**config.mk**
```make
export PLATFORM = sky130hd
export DESIGN_NAME = dimc_core
export DESIGN_NICKNAME = d
export VERILOG_FILES = /design/src/rtl/dimc_pkg.sv /design/src/rtl/dimc_core.sv
export VERILOG_INCLUDE_DIRS = /design/src /design/src/rtl
export SDC_FILE = /design/constraint.sdc
export NUM_CORES = 1
export LEC_CHECK = 0
export BUFFER_PORTS_ARGS = -buffer_cell sky130_fd_sc_hd__buf_2
export CELL_PAD_IN_SITES_DETAIL_PLACEMENT = 2
export CELL_PAD_IN_SITES_GLOBAL_PLACEMENT = 2
export CORE_MARGIN = 1
export CORE_UTILIZATION = 39
export CTS_CLUSTER_SIZE = 40
export DETAILED_ROUTE_END_ITERATION = 8
export PLACE_DENSITY_LB_ADDON = 0.1
export RECOVER_POWER = 100
export SYNTH_ARGS = -nofsm -noshare
export SYNTH_HDL_FRONTEND = slang
export SYNTH_SLANG_ARGS = --single-unit
```
**constraint.sdc**
```tcl
create_clock -name clk -period 11.3 [get_ports clk]
set_input_delay 0.565 -clock clk [delete_from_list [all_inputs] [get_ports clk]]
set_output_delay 0.565 -clock clk [all_outputs]
set_load 0.005 [all_outputs]
```
**src/rtl/dimc_regs.svh**
```systemverilog
/*
  Register offsets, field positions, reset values and counts for the dual
  measurement pin configuration block.
  Assumes it is included by the package and the design file only.
*/
`ifndef DIMC_REGS_SVH
`define DIMC_REGS_SVH

`define DIMC_OFS_CONFIG_TWO 8'h01
`define DIMC_OFS_CONFIG_THREE 8'h02
`define DIMC_OFS_FAN_AUTO_CONFIG_ONE 8'h05
`define DIMC_OFS_IRQ_STATUS_ONE 8'h10
`define DIMC_OFS_IRQ_STATUS_TWO 8'h11
`define DIMC_OFS_IRQ_MASK_ONE 8'h12
`define DIMC_OFS_IRQ_MASK_TWO 8'h13
`define DIMC_OFS_CHAN_ONE_LOW_LIMIT 8'h14
`define DIMC_OFS_CHAN_ONE_HIGH_LIMIT 8'h15
`define DIMC_OFS_CHAN_TWO_LOW_LIMIT 8'h16
`define DIMC_OFS_CHAN_TWO_HIGH_LIMIT 8'h17

`define DIMC_BIT_SECOND_DIODE_SEL 7
`define DIMC_BIT_TH_ONE_SEL 7
`define DIMC_BIT_TH_TWO_SEL 6
`define DIMC_BIT_LIM_ONE 6
`define DIMC_BIT_LIM_TWO 5
`define DIMC_BIT_DIODE_ONE_NC 2
`define DIMC_BIT_DIODE_TWO_NC 3
`define DIMC_BIT_TH_ONE_NC 4
`define DIMC_BIT_TH_TWO_NC 5

`define DIMC_RST_ZERO 8'h00
`define DIMC_RST_CONFIG_THREE 8'hC0
`define DIMC_RST_HIGH_LIMIT 8'hFF
`define DIMC_RST_LOW_LIMIT 8'h00

`define DIMC_AVG_COUNT 16
`define DIMC_AVG_SHIFT 4
`define DIMC_ADC_WIDTH 8
`define DIMC_ADC_FULL 8'hFF

`endif

```
**src/rtl/dimc_pkg.sv**
```systemverilog
/*
  Types for the dual measurement pin configuration block.
  Assumes dimc_regs.svh is on the include path.
*/
`default_nettype none
`include "dimc_regs.svh"

package dimc_pkg;

  typedef enum logic [1:0] {
    DIMC_BIAS_BASE_A = 2'b00,
    DIMC_BIAS_MULT_ONE = 2'b01,
    DIMC_BIAS_BASE_B = 2'b10,
    DIMC_BIAS_MULT_TWO = 2'b11
  } dimc_bias_e;

  typedef enum logic [1:0] {
    DIMC_MODE_THERM = 2'b00,
    DIMC_MODE_VOLT = 2'b01,
    DIMC_MODE_DIODE = 2'b10
  } dimc_mode_e;

  typedef struct packed {
    logic wr;
    logic rd;
    logic [7:0] addr;
    logic [7:0] wdata;
  } dimc_reg_req_s;

  typedef struct packed {
    logic valid;
    logic chan;
    logic is_temp;
    logic [7:0] code;
  } dimc_sample_s;

  typedef struct packed {
    logic diode_one_fault;
    logic diode_two_fault;
    logic therm_one_open;
    logic therm_two_open;
  } dimc_fault_s;

  typedef struct packed {
    logic [7:0] config_two;
    logic [7:0] config_three;
    logic [7:0] fan_auto_config_one;
    logic [7:0] irq_status_one;
    logic [7:0] irq_status_two;
    logic [7:0] irq_mask_one;
    logic [7:0] irq_mask_two;
    logic [7:0] chan_one_low_limit;
    logic [7:0] chan_one_high_limit;
    logic [7:0] chan_two_low_limit;
    logic [7:0] chan_two_high_limit;
    logic [7:0] rdata;
    logic [7:0] result_one;
    logic [7:0] result_two;
    logic [11:0] acc_one;
    logic [11:0] acc_two;
    logic [3:0] avg_cnt_one;
    logic [3:0] avg_cnt_two;
    dimc_bias_e bias_step;
    logic alert_n;
  } dimc_state_s;

endpackage

`default_nettype wire

```
**src/rtl/dimc_core.sv**
```systemverilog
/*
  Mode selection, limit checking, fault status and result averaging for the
  two shared measurement pins.
  Assumes the serial bus slave hands over decoded single-byte register reads
  and writes, and the analog front end delivers one 8-bit code per cycle it
  flags valid, already coded at about 8.8 mV per step and saturated at 255.
*/
`default_nettype none
`include "dimc_regs.svh"

module dimc_core #(
  parameter int AVG_COUNT = `DIMC_AVG_COUNT
) (
  input wire logic clk,
  input wire logic resetn,
  input wire dimc_pkg::dimc_reg_req_s reg_req,
  output logic [7:0] reg_rdata,
  input wire dimc_pkg::dimc_sample_s sample,
  input wire dimc_pkg::dimc_fault_s fault,
  input wire logic avg_enable,
  output dimc_pkg::dimc_mode_e mode_one,
  output dimc_pkg::dimc_mode_e mode_two,
  output dimc_pkg::dimc_bias_e bias_step,
  output logic [7:0] result_one,
  output logic [7:0] result_two,
  output logic alert_n
);

  dimc_pkg::dimc_state_s st;
  dimc_pkg::dimc_state_s next_st;

  function automatic logic out_of_range(input logic [7:0] code,
                                        input logic [7:0] lo,
                                        input logic [7:0] hi);
    out_of_range = (code < lo) || (code > hi);
  endfunction

  // Twelve bits hold sixteen full-scale codes without wrapping
  function automatic logic [11:0] acc_add(input logic [11:0] acc,
                                          input logic [7:0] code);
    acc_add = acc + {4'h0, code};
  endfunction

  function automatic dimc_pkg::dimc_mode_e pick_mode(input logic diode,
                                                    input logic therm);
    if (diode) begin
      pick_mode = dimc_pkg::DIMC_MODE_DIODE;
    end else if (therm) begin
      pick_mode = dimc_pkg::DIMC_MODE_THERM;
    end else begin
      pick_mode = dimc_pkg::DIMC_MODE_VOLT;
    end
  endfunction

  dimc_pkg::dimc_mode_e m_one;
  dimc_pkg::dimc_mode_e m_two;
  logic diode_sel;
  logic [7:0] code_one;
  logic [7:0] code_two;
  logic take_one;
  logic take_two;
  logic [11:0] sum;
  // The divide is a fixed shift of four, so AVG_COUNT must stay 16
  localparam logic [3:0] AVG_LAST = 4'(AVG_COUNT - 1);

  // Modes decode straight from the config registers, with no extra delay
  assign diode_sel = st.config_two[`DIMC_BIT_SECOND_DIODE_SEL];
  assign m_one = pick_mode(diode_sel, st.config_three[`DIMC_BIT_TH_ONE_SEL]);
  assign m_two = pick_mode(diode_sel, st.config_three[`DIMC_BIT_TH_TWO_SEL]);

  always_comb begin
    next_st = st;
    sum = 12'h000;
    code_one = st.result_one;
    code_two = st.result_two;
    take_one = 1'b0;
    take_two = 1'b0;

    // Bias sequence cycles every clock so both differences are sampled
    case (st.bias_step)
      dimc_pkg::DIMC_BIAS_BASE_A: begin
        next_st.bias_step = dimc_pkg::DIMC_BIAS_MULT_ONE;
      end
      dimc_pkg::DIMC_BIAS_MULT_ONE: begin
        next_st.bias_step = dimc_pkg::DIMC_BIAS_BASE_B;
      end
      dimc_pkg::DIMC_BIAS_BASE_B: begin
        next_st.bias_step = dimc_pkg::DIMC_BIAS_MULT_TWO;
      end
      dimc_pkg::DIMC_BIAS_MULT_TWO: begin
        next_st.bias_step = dimc_pkg::DIMC_BIAS_BASE_A;
      end
      default: begin
        next_st.bias_step = dimc_pkg::DIMC_BIAS_BASE_A;
      end
    endcase

    // Channel one result; voltages pass straight, temperatures average
    if (sample.valid && !sample.chan) begin
      if (sample.is_temp && avg_enable) begin
        sum = acc_add(st.acc_one, sample.code);
        if (st.avg_cnt_one == AVG_LAST) begin
          code_one = sum[11:4];
          take_one = 1'b1;
          next_st.acc_one = 12'h000;
          next_st.avg_cnt_one = 4'h0;
        end else begin
          next_st.acc_one = sum;
          next_st.avg_cnt_one = st.avg_cnt_one + 4'h1;
        end
      end else begin
        code_one = sample.code;
        take_one = 1'b1;
      end
    end

    // Channel two is unused while the pins carry the second diode
    if (sample.valid && sample.chan &&
        m_two != dimc_pkg::DIMC_MODE_DIODE) begin
      if (sample.is_temp && avg_enable) begin
        sum = acc_add(st.acc_two, sample.code);
        if (st.avg_cnt_two == AVG_LAST) begin
          code_two = sum[11:4];
          take_two = 1'b1;
          next_st.acc_two = 12'h000;
          next_st.avg_cnt_two = 4'h0;
        end else begin
          next_st.acc_two = sum;
          next_st.avg_cnt_two = st.avg_cnt_two + 4'h1;
        end
      end else begin
        code_two = sample.code;
        take_two = 1'b1;
      end
    end

    // Results hold until a fresh code arrives on their channel
    if (take_one) begin
      next_st.result_one = code_one;
    end
    if (take_two) begin
      next_st.result_two = code_two;
    end

    // Register writes; status bits are not writable
    if (reg_req.wr) begin
      case (reg_req.addr)
        `DIMC_OFS_CONFIG_TWO: begin
          next_st.config_two = reg_req.wdata;
        end
        `DIMC_OFS_CONFIG_THREE: begin
          next_st.config_three = reg_req.wdata;
        end
        `DIMC_OFS_FAN_AUTO_CONFIG_ONE: begin
          next_st.fan_auto_config_one = reg_req.wdata;
        end
        `DIMC_OFS_IRQ_MASK_ONE: begin
          next_st.irq_mask_one = reg_req.wdata;
        end
        `DIMC_OFS_IRQ_MASK_TWO: begin
          next_st.irq_mask_two = reg_req.wdata;
        end
        `DIMC_OFS_CHAN_ONE_LOW_LIMIT: begin
          next_st.chan_one_low_limit = reg_req.wdata;
        end
        `DIMC_OFS_CHAN_ONE_HIGH_LIMIT: begin
          next_st.chan_one_high_limit = reg_req.wdata;
        end
        `DIMC_OFS_CHAN_TWO_LOW_LIMIT: begin
          next_st.chan_two_low_limit = reg_req.wdata;
        end
        `DIMC_OFS_CHAN_TWO_HIGH_LIMIT: begin
          next_st.chan_two_high_limit = reg_req.wdata;
        end
        // Status offsets land here, so a write can never clear a flag
        default: begin
        end
      endcase
    end

    // Reading a status register clears it; a same-cycle event still lands
    if (reg_req.rd) begin
      case (reg_req.addr)
        `DIMC_OFS_CONFIG_TWO: begin
          next_st.rdata = st.config_two;
        end
        `DIMC_OFS_CONFIG_THREE: begin
          next_st.rdata = st.config_three;
        end
        `DIMC_OFS_FAN_AUTO_CONFIG_ONE: begin
          next_st.rdata = st.fan_auto_config_one;
        end
        `DIMC_OFS_IRQ_STATUS_ONE: begin
          next_st.rdata = st.irq_status_one;
          next_st.irq_status_one = 8'h00;
        end
        `DIMC_OFS_IRQ_STATUS_TWO: begin
          next_st.rdata = st.irq_status_two;
          next_st.irq_status_two = 8'h00;
        end
        `DIMC_OFS_IRQ_MASK_ONE: begin
          next_st.rdata = st.irq_mask_one;
        end
        `DIMC_OFS_IRQ_MASK_TWO: begin
          next_st.rdata = st.irq_mask_two;
        end
        `DIMC_OFS_CHAN_ONE_LOW_LIMIT: begin
          next_st.rdata = st.chan_one_low_limit;
        end
        `DIMC_OFS_CHAN_ONE_HIGH_LIMIT: begin
          next_st.rdata = st.chan_one_high_limit;
        end
        `DIMC_OFS_CHAN_TWO_LOW_LIMIT: begin
          next_st.rdata = st.chan_two_low_limit;
        end
        `DIMC_OFS_CHAN_TWO_HIGH_LIMIT: begin
          next_st.rdata = st.chan_two_high_limit;
        end
        default: begin
          next_st.rdata = 8'h00;
        end
      endcase
    end

    // Limit checks on each fresh result
    if (take_one && out_of_range(code_one, st.chan_one_low_limit,
                                 st.chan_one_high_limit)) begin
      next_st.irq_status_one[`DIMC_BIT_LIM_ONE] = 1'b1;
    end
    if (take_two && out_of_range(code_two, st.chan_two_low_limit,
                                 st.chan_two_high_limit)) begin
      next_st.irq_status_one[`DIMC_BIT_LIM_TWO] = 1'b1;
    end

    // Diode one fault always flags; the other fault flags follow the active mode of each pin
    if (fault.diode_one_fault) begin
      next_st.irq_status_two[`DIMC_BIT_DIODE_ONE_NC] = 1'b1;
    end
    if (fault.diode_two_fault && diode_sel) begin
      next_st.irq_status_two[`DIMC_BIT_DIODE_TWO_NC] = 1'b1;
    end
    if (fault.therm_one_open && m_one == dimc_pkg::DIMC_MODE_THERM) begin
      next_st.irq_status_two[`DIMC_BIT_TH_ONE_NC] = 1'b1;
    end
    if (fault.therm_two_open && m_two == dimc_pkg::DIMC_MODE_THERM) begin
      next_st.irq_status_two[`DIMC_BIT_TH_TWO_NC] = 1'b1;
    end

    // Masks only gate the alert pin, never the status bits; a new mask
    // acts in the cycle it is written so alert follows it at once
    next_st.alert_n = 1'b1;
    if (|(next_st.irq_status_one & ~next_st.irq_mask_one)) begin
      next_st.alert_n = 1'b0;
    end
    if (|(next_st.irq_status_two & ~next_st.irq_mask_two)) begin
      next_st.alert_n = 1'b0;
    end

    // Reset comes last so it overrides every update above
    if (!resetn) begin
      next_st = '0;
      next_st.config_three = `DIMC_RST_CONFIG_THREE;
      next_st.chan_one_low_limit = `DIMC_RST_LOW_LIMIT;
      next_st.chan_one_high_limit = `DIMC_RST_HIGH_LIMIT;
      next_st.chan_two_low_limit = `DIMC_RST_LOW_LIMIT;
      next_st.chan_two_high_limit = `DIMC_RST_HIGH_LIMIT;
      next_st.bias_step = dimc_pkg::DIMC_BIAS_BASE_A;
      next_st.alert_n = 1'b1;
    end
  end

  // One register stage for the whole state keeps every output a flop except mode_one and mode_two, which decode from it
  always_ff @(posedge clk) begin
    st <= next_st;
  end

  assign reg_rdata = st.rdata;
  assign mode_one = m_one;
  assign mode_two = m_two;
  assign bias_step = st.bias_step;
  assign result_one = st.result_one;
  assign result_two = st.result_two;
  assign alert_n = st.alert_n;

endmodule

`default_nettype wire

```
==> results.json <==
{
  "post-synth-top-count-cell": "dfxtp_1",
  "clock-sinks": 147,
  "overflow": 0,
  "initial_core_util_pct": 40.20,
  "yosysWarnings": 0,
  "cts_hold_buffers": 0,
  "synth_sequential_area_ratio_pct": 35.83,
  "io_pins": 67,
  "drive_gt1_share_pct": 10.15,
  "cts-root-buf": "clkbuf_16",
  "cts_buffers": 17,
  "die_area_sq_mm": 0.02164,
  "report.final.slew_viol_count": 159,
  "ys_async_sr_fraction_pct": 0,
  "ir_drop_mv": 0.09517,
  "clk_latency_ns": 0.43,
  "postRouteAntennaNets": 0,
  "antenna_cells": 0,
  "tritoncts": "done",
  "htreeDepth": 4,
  "critPathKind": "in2reg",
  "min_period_ns": 6.515,
  "post_cts_buffers": 0,
  "yosysTopAreaCell": "dfxtp_1",
  "syn_inst": 1033,
  "drc_errors": 0,
  "antenna_found_initial": 0,
  "yosysUniqueCellTypes": 66,
  "powerDensity_mw_per_mm2": 137.4,
  "fin_skew_ns": 0.01085,
  "setup_viol_count_final": 0,
  "timing.fmax_mhz": 153.5,
  "vias": 7925,
  "period_share_pct": 57.65,
  "place.gp.congestion": 0.8890,
  "p_leak_nw": 3.776,
  "p_total_mw": 1.244,
  "area_delta_synth_final_pct": 10.28,
  "firstDrtPassIters": 5,
  "cp.required_ns": 11.60,
  "outcome": "finished, violations left",
  "avgSynthCellArea_sq_um": 7.951,
  "ys_top_cells_by_area": "dfxtp_1 (36%), ha_1 (7.6%), a21oi_1 (6.3%), nand3_1 (6.2%), nand2_1 (5.3%)",
  "core_sq_mm": 0.02043,
  "hold_class": "in2reg",
  "worstMarginPinSlew_ns": 3.051,
  "grtUsageTotal_pct": 29.60,
  "synth_area_sq_mm": 0.008213,
  "ys_ff_latch": 147,
  "wl_per_cell_um": 23.50,
  "drv_cap": 3,
  "tns_ns": 0,
  "dpl.hpwl_mm": 21.97,
  "path_clk_slew_ns": 0.07,
  "synth_top_area_share_pct": 35.83,
  "rsz0062_at_grt": "no",
  "arrival_ns": 6.81,
  "hold_ws_ns": 0.4563,
  "setup.worst_path.start_class": "primary input",
  "synthesis.nets": 1121,
  "endpoint_kind": "register",
  "die_w_um": 147.1,
  "cts_buffer_depth": 2,
  "grt_pass1_wl_mm": 48.87,
  "grt_max_degree": 66,
  "cts_resized": 0,
  "die_h_um": 147.1,
  "vias_per_cell": 5.986,
  "netlist_top_cells_count": "dfxtp_1 (147), nand2_1 (117), a21oi_1 (103)",
  "routed_wl_mm": 31.11,
  "layout.nets": 1130,
  "hold_viol_final": 0,
  "synthFlopType": "dfxtp_1",
  "violations": "max-capacitance violations, max-slew violations",
  "numPortBuffers": 66,
  "dr.first_iter.drc_count": 441,
  "first_global_vias": 8453,
  "worstPathMaxFanout": 63,
  "maxSlewHeadroom_pct": -103.4,
  "rows": 52,
  "synth_edf_count": 0
}
[final cells by class]
type,count,area [sq um]
repair buffers,77,390.4
clock buffers,18,429.2
multi-input cells,752,4627
flip-flops and latches,147,2943
inverters,47,177.7
well taps,270,337.8
clock inverters,13,152.6
fillers,2392,11370
[path summary, 6_finish.rpt]
path / start / end / slack (ns) / cells past startpoint
worst min-delay path: fault[3] / st[109] / 0.46 / 3
worst max-delay path: resetn / st[131] / 4.79 / 5
worst max register to register: st[11] / alert_n / 6.91 / 17
worst min register to register: st[72] / st[72] / 0.46 / 2
[logic make-up after synthesis]
| group | Yosys count | synth area share [%] |
|---|---|---|
| AOI/OAI and AO/OA | 258 | 19.99 |
| adders and majority gates | 52 | 8.105 |
| DFF | 147 | 35.83 |
| buffers and inverters | 134 | 7.678 |
| xor gates and xnor gates | 16 | 1.706 |
| muxes | 29 | 3.870 |
| and+or+nand+nor | 397 | 22.82 |
[critical path: stages]
cell,delay (ns)
buf_2,0.07
clkbuf_1,1.73
clkinvlp_2,2.34
clkbuf_1,1.44
a21oi_1,0.61
[per-layer routing]
metal	part of all wire (%)	global-route usage [%]	up-vias
met5	0	0	-
met4	3.6	12.37	0
met3	3.3	4.783	64
met2	50	51.25	193
met1	43	36.29	3985
li1	-	-	3683
[sequential cells by signal (all words and copies together), names as in the netlist]
name and count:
bias_step 2, diode_sel 1, alert_n 1, reg_rdata 8
result_one 8, st 119, result_two 8
[placed cells by master, fill, tap and decap left out, drive strengths merged, types with 9 or more instances in the layout]
cell type  count
nand3        102
mux2i         25
and2          17
or3            9
a22oi         28
nor2          83
inv           50
nand2        118
buf           62
o22ai         13
dfxtp        147
ha            50
nor3          18
a211oi        10
and3          23
o21ai         31
clkbuf        33
a21oi        103
a21o          10
[where the power goes]
part	switching (mW)	total, mW	internal (mW)
clock network	0.253	0.581	0.329
logic	0.0852	0.128	0.0426
registers	0.00759	0.535	0.528
[metrics by stage]
stage	setup WS, ns	std cells	utilization [%]	cell area, sq um
3_5_place_dp	6.773	1293	41.68	8516
4_1_cts	7.037	1324	44.53	9097
5_1_grt	4.262	1324	44.33	9057
3_3_place_gp	6.937	1293	41.68	8516
6_report	4.785	1324	44.33	9057
2_1_floorplan	7.439	1033	-	8213
Note: power is estimated with default switching activity, not from simulation.
